### config.mk
export PLATFORM = sky130hd
export DESIGN_NAME = lsreg_ctrl
export DESIGN_NICKNAME = d
export VERILOG_FILES = /design/src/lsreg_pkg.sv /design/src/lsreg_ctrl.sv /design/src/lsreg_vsel.sv
export VERILOG_INCLUDE_DIRS = /design/src /design/src/src
export SDC_FILE = /design/constraint.sdc
export NUM_CORES = 1
export LEC_CHECK = 0
export BUFFER_PORTS_ARGS = -buffer_cell sky130_fd_sc_hd__buf_2
export CAP_MARGIN = 20
export CORE_MARGIN = 5
export CORE_UTILIZATION = 46
export CTS_CLUSTER_SIZE = 25
export DETAILED_ROUTE_END_ITERATION = 6
export GPL_ROUTABILITY_DRIVEN = 0
export PLACE_DENSITY = 0.86
export SYNTH_ARGS = -nofsm -noshare
export SYNTH_HDL_FRONTEND = slang
export SYNTH_SLANG_ARGS = --single-unit
### constraint.sdc
create_clock -name mclk -period 2.8 [get_ports mclk]
set_input_delay 0.14 -clock mclk [delete_from_list [all_inputs] [get_ports mclk]]
set_output_delay 0.14 -clock mclk [all_outputs]
set_load 0.005 [all_outputs]
### src/lsreg_map.svh
/*
  Offsets, field positions, reset values and decode constants for the
  limit switch and first regulator control registers.
  Assumes an 8-bit register index and 16-bit register data.
*/
`ifndef LSREG_MAP_SVH
`define LSREG_MAP_SVH

`define LSREG_ADDR_SWITCH 8'hC7
`define LSREG_ADDR_REG1 8'hC8
`define LSREG_ACT_HI 15
`define LSREG_ACT_LO 14
`define LSREG_EN_HI 13
`define LSREG_EN_LO 10
`define LSREG_SD_HI 9
`define LSREG_SD_LO 6
`define LSREG_HIBKEEP_BIT 4
`define LSREG_HIBPROT_BIT 1
`define LSREG_PROT_BIT 0
`define LSREG_SWMODE_BIT 14
`define LSREG_FLOAT_BIT 10
`define LSREG_VSEL_HI 4
`define LSREG_VSEL_LO 0
`define LSREG_SWITCH_MASK 16'hFFD3
`define LSREG_REG1_MASK 16'h441F
`define LSREG_SWITCH_RESET 16'h0003
`define LSREG_REG1_RESET 16'h001C
`define LSREG_SLOT_NONE 4'h0
`define LSREG_SLOT_LAST 4'hF
`define LSREG_MV_HI_BASE 16'd1800
`define LSREG_MV_HI_STEP 16'd100
`define LSREG_MV_LO_BASE 16'd900
`define LSREG_MV_LO_STEP 16'd50

`endif

### src/lsreg_pkg.sv
/*
  Types shared by the limit switch and regulator control block.
  Assumes nothing beyond the map header.
*/
`default_nettype none

package lsreg_pkg;

  // Fault response selected by the switch fault action field
  typedef enum logic [1:0] {
    LSREG_FAULT_IGNORE = 2'b00,
    LSREG_FAULT_SWITCH = 2'b01,
    LSREG_FAULT_SYSTEM = 2'b10
  } lsreg_fault_t;

  // Sequencer state as reported by the power state machine
  typedef enum logic [1:0] {
    LSREG_SEQ_OFF = 2'b00,
    LSREG_SEQ_START = 2'b01,
    LSREG_SEQ_ACTIVE = 2'b10,
    LSREG_SEQ_STOP = 2'b11
  } lsreg_seq_t;

  // Sequencer status carried from the power state machine
  typedef struct packed {
    lsreg_seq_t state;
    logic [3:0] slot;
    logic slot_tick;
    logic hibernate;
    logic reload;
  } lsreg_seq_in_t;

  // Register access from the host control interface
  typedef struct packed {
    logic wr;
    logic [7:0] addr;
    logic [15:0] wdata;
  } lsreg_host_t;

endpackage : lsreg_pkg

`default_nettype wire

### src/lsreg_ctrl.sv
/*
  Control registers of the current-limit switch and first regulator, and the
  switch, bulk detection, discharge and fault logic they steer.
  Assumes the power sequencer drives the sequencer status on mclk, and host
  writes arrive on mclk from the control interface.
*/
// Function
// - Fault action 00 ignores, 01 disables switch, 10/11 shut system down.
// - Start slot 0 keeps off, 1-14 slot start, 15 start on active.
// - Stop slot 1-14 slot shutdown, 0 and 15 shut down on entering off.
// - Hibernate keep 0 disables switch in hibernate, 1 keeps active setting.
// - Switch off in hibernate: hibernate protection bit enables bulk detection.
// - Switch off in active: active protection bit enables bulk detection.
// - Regulator mode 0 regulates voltage, 1 is switch ignoring voltage select.
// - Float bit 0 discharges disabled regulator output, 1 leaves it floating.
// - All four regulators disabled discharges the first regulator output regardless of float.
// - Voltage code maps 3.3V..1.8V by 100mV, 1.65V..0.9V by 50mV.
// - State machine reloads fields with fixed mask defaults, not software.
`timescale 1ns/1ps
`default_nettype none
`include "lsreg_map.svh"

module lsreg_ctrl
  import lsreg_pkg::*;
#(
  parameter logic [15:0] SWITCH_DEFAULT = `LSREG_SWITCH_RESET,
  parameter logic [15:0] REG1_DEFAULT = `LSREG_REG1_RESET
) (
  // Clock and reset
  input wire logic mclk,
  input wire logic reset,
  // Host register access
  input wire lsreg_host_t host,
  input wire logic [7:0] rd_addr,
  output logic [15:0] rd_data,
  // Sequencer status
  input wire lsreg_seq_in_t seq,
  // Analogue status from the switch and other regulators
  input wire logic limit_detect,
  input wire logic reg1_enable,
  input wire logic [2:0] other_reg_enabled,
  // Controls out
  output logic switch_on,
  output logic bulk_detect_en,
  output logic switch_fault_shutdown,
  output logic system_shutdown,
  output logic reg1_switch_mode,
  output logic reg1_discharge,
  output logic [4:0] reg1_voltage_select,
  output logic [15:0] reg1_millivolts
);
  logic [15:0] switch_reg;
  logic [15:0] reg1_reg;
  logic switch_on_reg;
  logic switch_on_next;
  logic fault_reg;
  logic sys_reg;
  logic limit_s1;
  logic limit_s2;
  logic [1:0] switch_fault_action;
  logic [3:0] switch_startup_slot;
  logic [3:0] switch_shutdown_slot;
  logic switch_hibernate_keep;
  logic switch_hibernate_bulk_detect;
  logic switch_active_bulk_detect;
  logic reg1_output_float;
  logic switch_eff;
  logic all_off;
  logic [15:0] mv;

  // Field views
  assign switch_fault_action = switch_reg[`LSREG_ACT_HI:`LSREG_ACT_LO];
  assign switch_startup_slot = switch_reg[`LSREG_EN_HI:`LSREG_EN_LO];
  assign switch_shutdown_slot = switch_reg[`LSREG_SD_HI:`LSREG_SD_LO];
  assign switch_hibernate_keep = switch_reg[`LSREG_HIBKEEP_BIT];
  assign switch_hibernate_bulk_detect = switch_reg[`LSREG_HIBPROT_BIT];
  assign switch_active_bulk_detect = switch_reg[`LSREG_PROT_BIT];
  assign reg1_output_float = reg1_reg[`LSREG_FLOAT_BIT];

  // Switch register: reload by state machine, else host write
  always_ff @(posedge mclk) begin
    if (reset || seq.reload) begin
      switch_reg <= SWITCH_DEFAULT;
    end else if (host.wr && host.addr == `LSREG_ADDR_SWITCH) begin
      switch_reg <= host.wdata & `LSREG_SWITCH_MASK;
    end
  end

  // Regulator register: reload by state machine, else host write
  always_ff @(posedge mclk) begin
    if (reset || seq.reload) begin
      reg1_reg <= REG1_DEFAULT;
    end else if (host.wr && host.addr == `LSREG_ADDR_REG1) begin
      reg1_reg <= host.wdata & `LSREG_REG1_MASK;
    end
  end

  // Read decode; unmapped index reads zero
  always_comb begin
    if (rd_addr == `LSREG_ADDR_SWITCH) begin
      rd_data = switch_reg;
    end else if (rd_addr == `LSREG_ADDR_REG1) begin
      rd_data = reg1_reg;
    end else begin
      rd_data = 16'h0000;
    end
  end

  // Limit detect comes from analogue, synchronise first
  always_ff @(posedge mclk) begin
    if (reset) begin
      limit_s1 <= 1'b0;
      limit_s2 <= 1'b0;
    end else begin
      limit_s1 <= limit_detect;
      limit_s2 <= limit_s1;
    end
  end

  // Sequenced switch state from start and stop slots
  always_comb begin
    switch_on_next = switch_on_reg;
    case (seq.state)
      LSREG_SEQ_START: begin
        if (seq.slot_tick && switch_startup_slot != `LSREG_SLOT_NONE &&
            switch_startup_slot != `LSREG_SLOT_LAST && seq.slot == switch_startup_slot) begin
          switch_on_next = 1'b1;
        end
      end
      LSREG_SEQ_ACTIVE: begin
        if (!switch_on_reg && switch_startup_slot == `LSREG_SLOT_LAST) begin
          switch_on_next = 1'b1;
        end
      end
      LSREG_SEQ_STOP: begin
        if (seq.slot_tick && switch_shutdown_slot != `LSREG_SLOT_NONE &&
            switch_shutdown_slot != `LSREG_SLOT_LAST && seq.slot == switch_shutdown_slot) begin
          switch_on_next = 1'b0;
        end
      end
      default: begin
        switch_on_next = 1'b0;
      end
    endcase
  end

  // Switch state register; fault latch forces it off
  always_ff @(posedge mclk) begin
    if (reset) begin
      switch_on_reg <= 1'b0;
    end else if (fault_reg) begin
      switch_on_reg <= 1'b0;
    end else begin
      switch_on_reg <= switch_on_next;
    end
  end

  // Fault response; held until the sequencer passes through off.
  // A fault in the same cycle as the off clear wins, so no event is lost.
  always_ff @(posedge mclk) begin
    if (reset) begin
      fault_reg <= 1'b0;
      sys_reg <= 1'b0;
    end else begin
      if (limit_s2 && switch_on_reg && switch_fault_action == LSREG_FAULT_SWITCH) begin
        fault_reg <= 1'b1;
      end else if (seq.state == LSREG_SEQ_OFF) begin
        fault_reg <= 1'b0;
      end
      if (limit_s2 && switch_on_reg && switch_fault_action[1]) begin
        sys_reg <= 1'b1;
      end else if (seq.state == LSREG_SEQ_OFF) begin
        sys_reg <= 1'b0;
      end
    end
  end

  // Hibernate may drop the switch; bulk detection picks per mode
  assign switch_eff = switch_on_reg && !(seq.hibernate && !switch_hibernate_keep);
  assign bulk_detect_en = !switch_eff && (seq.hibernate ? switch_hibernate_bulk_detect
                                                        : switch_active_bulk_detect);
  assign switch_on = switch_eff;
  assign switch_fault_shutdown = fault_reg;
  assign system_shutdown = sys_reg;

  // Regulator controls
  assign all_off = !reg1_enable && (other_reg_enabled == 3'b000);
  assign reg1_discharge = !reg1_enable && (!reg1_output_float || all_off);
  assign reg1_switch_mode = reg1_reg[`LSREG_SWMODE_BIT];
  assign reg1_voltage_select = reg1_reg[`LSREG_VSEL_HI:`LSREG_VSEL_LO];
  assign reg1_millivolts = reg1_reg[`LSREG_SWMODE_BIT] ? 16'h0000 : mv;

  lsreg_vsel u_vsel (
    .code(reg1_reg[`LSREG_VSEL_HI:`LSREG_VSEL_LO]),
    .millivolts(mv)
  );

  // Hibernate with keep clear leaves the switch off
  hib_off_a: assert property (@(posedge mclk) disable iff (reset)
    (seq.hibernate && !switch_hibernate_keep) |-> !switch_on)
    else $error("switch on in hibernate with keep clear");

  // Hibernate bulk detect follows its bit
  hib_bulk_a: assert property (@(posedge mclk) disable iff (reset)
    (seq.hibernate && !switch_on) |-> bulk_detect_en == switch_hibernate_bulk_detect)
    else $error("hibernate bulk detect wrong");

  // Active bulk detect follows its bit
  act_bulk_a: assert property (@(posedge mclk) disable iff (reset)
    (!seq.hibernate && !switch_on) |-> bulk_detect_en == switch_active_bulk_detect)
    else $error("active bulk detect wrong");

  // Fault with action 01 turns the switch off two cycles after sync
  fault_off_a: assert property (@(posedge mclk) disable iff (reset || seq.reload)
    (limit_s2 && switch_on_reg && switch_fault_action == 2'b01 && seq.state != LSREG_SEQ_OFF)
      |=> ##1 !switch_on_reg)
    else $error("switch not disabled on fault");

  // System shutdown for action 1x
  fault_sys_a: assert property (@(posedge mclk) disable iff (reset || seq.reload)
    (limit_s2 && switch_on_reg && switch_fault_action[1] && seq.state != LSREG_SEQ_OFF)
      |=> system_shutdown)
    else $error("system shutdown missing");

  // Start slot match turns switch on
  start_slot_a: assert property (@(posedge mclk) disable iff (reset)
    (seq.state == LSREG_SEQ_START && seq.slot_tick && !fault_reg && seq.slot == switch_startup_slot &&
     switch_startup_slot != 4'h0 && switch_startup_slot != 4'hF) |=> switch_on_reg)
    else $error("switch missed start slot");

  // Off state turns switch off
  off_state_a: assert property (@(posedge mclk) disable iff (reset)
    seq.state == LSREG_SEQ_OFF |=> !switch_on_reg)
    else $error("switch on in off state");

  // Discharge when float clear or all regulators off
  discharge_a: assert property (@(posedge mclk) disable iff (reset)
    (!reg1_enable && (!reg1_output_float || other_reg_enabled == 3'b000)) |-> reg1_discharge)
    else $error("discharge missing");

  // Reload restores defaults
  reload_a: assert property (@(posedge mclk) disable iff (reset)
    seq.reload |=> (switch_reg == SWITCH_DEFAULT && reg1_reg == REG1_DEFAULT))
    else $error("reload did not restore defaults");

endmodule : lsreg_ctrl

`default_nettype wire

### src/lsreg_vsel.sv
/*
  Decodes the five-bit regulator voltage select into millivolts.
  Assumes a purely combinational use by the control block.
*/
`timescale 1ns/1ps
`default_nettype none
`include "lsreg_map.svh"

module lsreg_vsel (
  // Code in
  input wire logic [4:0] code,
  // Millivolts out
  output logic [15:0] millivolts
);
  // Upper half in 100 mV steps from 1.8 V, lower half in 50 mV steps from 0.9 V
  always_comb begin
    if (code[4]) begin
      millivolts = `LSREG_MV_HI_BASE + 16'(code[3:0]) * `LSREG_MV_HI_STEP;
    end else begin
      millivolts = `LSREG_MV_LO_BASE + 16'(code[3:0]) * `LSREG_MV_LO_STEP;
    end
  end
endmodule : lsreg_vsel

`default_nettype wire

==> results.json <==
{
  "start_util": 0.4714,
  "grtUsageMet3": 0.02703,
  "ctsHoldBuffers": 0,
  "clk_pin_slew_ns": 0.10,
  "grt-ovfl-total": 0,
  "skew_ns": 0.009369,
  "dp_slack_ns": 0.1523,
  "boundaryPins": 92,
  "wl_per_cell_um": 13.86,
  "via_per_inst": 5.037,
  "p_leak_nw": 1.146,
  "cts_max_level": 1,
  "die_area_um2": 5480,
  "synth_cells": 222,
  "die_w_um": 74.03,
  "slew_violations": 0,
  "num_vias": 1783,
  "critPathMaxStageDelay_ns": 0.59,
  "cts_tree": "yes",
  "antenna_left": 0,
  "met2_usage": 0.3376,
  "fillers": 364,
  "n_antenna_cell": 0,
  "nets": 368,
  "grt_util_met1": 0.1811,
  "area_growth_pct": 30.92,
  "finalHoldViolCount": 0,
  "status": "finished, final reports clean",
  "post-route-drc-count": 0,
  "cpLargestDelayFamily": "adder cells",
  "grt_pass1_wl_um": 7438,
  "syn_area_per_cell_um2": 8.494,
  "grt_pass1_vias": 1769,
  "synth-seq-cells": 25,
  "synth.distinct_cells": 41,
  "whs_ns": 0.06704,
  "largest_reg_flops": 13,
  "yosysWarnings": 0,
  "cp.required_ns": 2.66,
  "clk_path_buf_depth": 2,
  "cpMostUsedCell": "ha_4",
  "yosysSeqAreaShare": 0.2654,
  "netlist_area_um2": 1886,
  "finalCritPeriodShare": 0.9851,
  "path_cells": "ha_4, ha_4, inv_2, fa_2, nor2_4, nor4b_2, xnor2_1, a211oi_1, buf_2",
  "coreArea_um2": 4000,
  "setup_ws_ns": 0.04160,
  "setup_viol": 0,
  "wl_um": 4907,
  "fp-row-count": 23,
  "fmax_mhz": 362.5,
  "final_cell_mix": "buf_2 (84), nor2_1 (28), mux2i_1 (23), dfxtp_1 (21), and2_1 (12)",
  "die_y_um": 74.03,
  "synth_flop_cell": "dfxtp_1",
  "crit_path_end_kind": "output pin",
  "clk_latency_ns": 0.27,
  "setup.worst_path.start_class": "flip-flop",
  "synth_edf_count": 0,
  "powerDensity_nw_per_um2": 267.6,
  "drt_first_pass_iters": 4,
  "drv_cap": 0,
  "hp-class": "primary input to flip-flop",
  "vdd_ir_drop_max_mv": 0.2377,
  "cp.buffers_inverters": 2,
  "antenna_found_initial": 0,
  "place_hpwl_um": 3822,
  "drive_gt1_frac": 0.4046,
  "clock_tree.root_cell": "clkbuf_8",
  "setup_tns_ns": 0,
  "crit_fanout": 6,
  "cts.sinks": 25,
  "grt_start_max_net_pins": 19,
  "tightest_slew_ns": 0.8782,
  "cts_buffers": 3,
  "worst_path_max_delay_cell": "fa_2",
  "grt_busiest_layer": "met2",
  "layout_min_cycle_time_ns": 2.758,
  "io_buffers": 84,
  "path_class": "flip-flop to output pin",
  "critPathArrivalTime_ns": 2.62,
  "final_common_cell": "buf_2",
  "drtIter0Drc": 42,
  "track_usage": 0.1697,
  "finalPower_mw": 0.6607,
  "slew_headroom": 0.4139,
  "async_flop_share": 0
}
==> area by class of cell <==
cell class | count | area, um^2 | share of cell area
inverters | 10 | 37.54 | 0.01521
clock buffers | 3 | 41.29 | 0.01673
repair buffers | 91 | 473.0 | 0.1916
well taps | 50 | 62.56 | 0.02534
flip-flops and latches | 25 | 513.0 | 0.2078
clock inverters | 1 | 7.507 | 0.003041
multi-input cells | 174 | 1334 | 0.5403
==> Yosys cell counts, types with 7 or more instances <==
| cell | instances | area share |
|---|---|---|
| nor2_1 | 29 | 0.058 |
| nand2_1 | 10 | 0.020 |
| xnor2_1 | 9 | 0.042 |
| a21oi_1 | 8 | 0.021 |
| dfxtp_1 | 25 | 0.27 |
| and2_1 | 12 | 0.040 |
| mux2i_1 | 23 | 0.12 |
| nand3_1 | 7 | 0.019 |
| buf_4 | 12 | 0.048 |
| inv_1 | 10 | 0.020 |
| ha_1 | 13 | 0.086 |
==> power breakdown <==
group | leakage, nW | internal, mW | total (mW) | switching [mW]
clock | 0.0217 | 0.101 | 0.228 | 0.127
sequential | 0.203 | 0.355 | 0.357 | 0.00222
combinational | 0.921 | 0.0394 | 0.0753 | 0.0358
total | 1.15 | 0.496 | 0.661 | 0.165
==> through the flow <==
step | utilization | cell area, um^2 | std cells
finish | 0.6171 | 2469 | 354
global route | 0.6171 | 2469 | 354
detailed placement | 0.5724 | 2290 | 345
global placement | 0.5724 | 2290 | 345
CTS | 0.5881 | 2352 | 349
floorplan | - | 1904 | 227
==> kinds of logic (layout without fill, tap and decap cells) <==
logic type               Yosys count  count (layout)  synth area share
AND/OR/NAND/NOR                   91              91            0.2661
buffers and inverters             28             105           0.07963
AO/OA/AOI/OAI                     25              25           0.08959
flip-flops                        25              25            0.2654
multiplexers                      24              24            0.1281
adder cells (fa/ha/maj)           14              14           0.09688
XOR/XNOR                          14              14           0.07233
other                              1               6          0.001989
==> timing repair <==
action,in CTS,in global routing
setup endpoints to repair,2,2
setup buffers,0,5
gates resized for setup,5,16
pin swaps,1,6
gates cloned,0,0
==> worst register-to-register path, stage by stage, from the launching register on <==
cell,delay (ns)
dfxtp_1,0.36
or3_1,0.37
a22oi_1,0.15
o21ai_0,0.11
nand3_1,0.11
mux2i_1,0.18
==> per-layer routing <==
layer  part of all wire  vias to the layer above
met4             0.0071                        0
met5                  0                        -
li1                   -                      899
met1               0.37                      832
met2               0.57                       48
met3              0.058                        4
==> path summary, 6_finish.rpt <==
| kind | depth (start not counted) | startpoint | slack [ns] | to |
|---|---|---|---|---|
| setup reg to reg | 5 | switch_reg[8] | 1.46 | switch_on_reg |
| hold reg to reg | 1 | limit_s1 | 0.45 | limit_s2 |
| setup / recovery | 9 | reg1_reg[1] | 0.04 | reg1_millivolts[10] |
| hold / removal | 2 | limit_detect | 0.07 | limit_s1 |
Power figures use the tool's default switching activity.
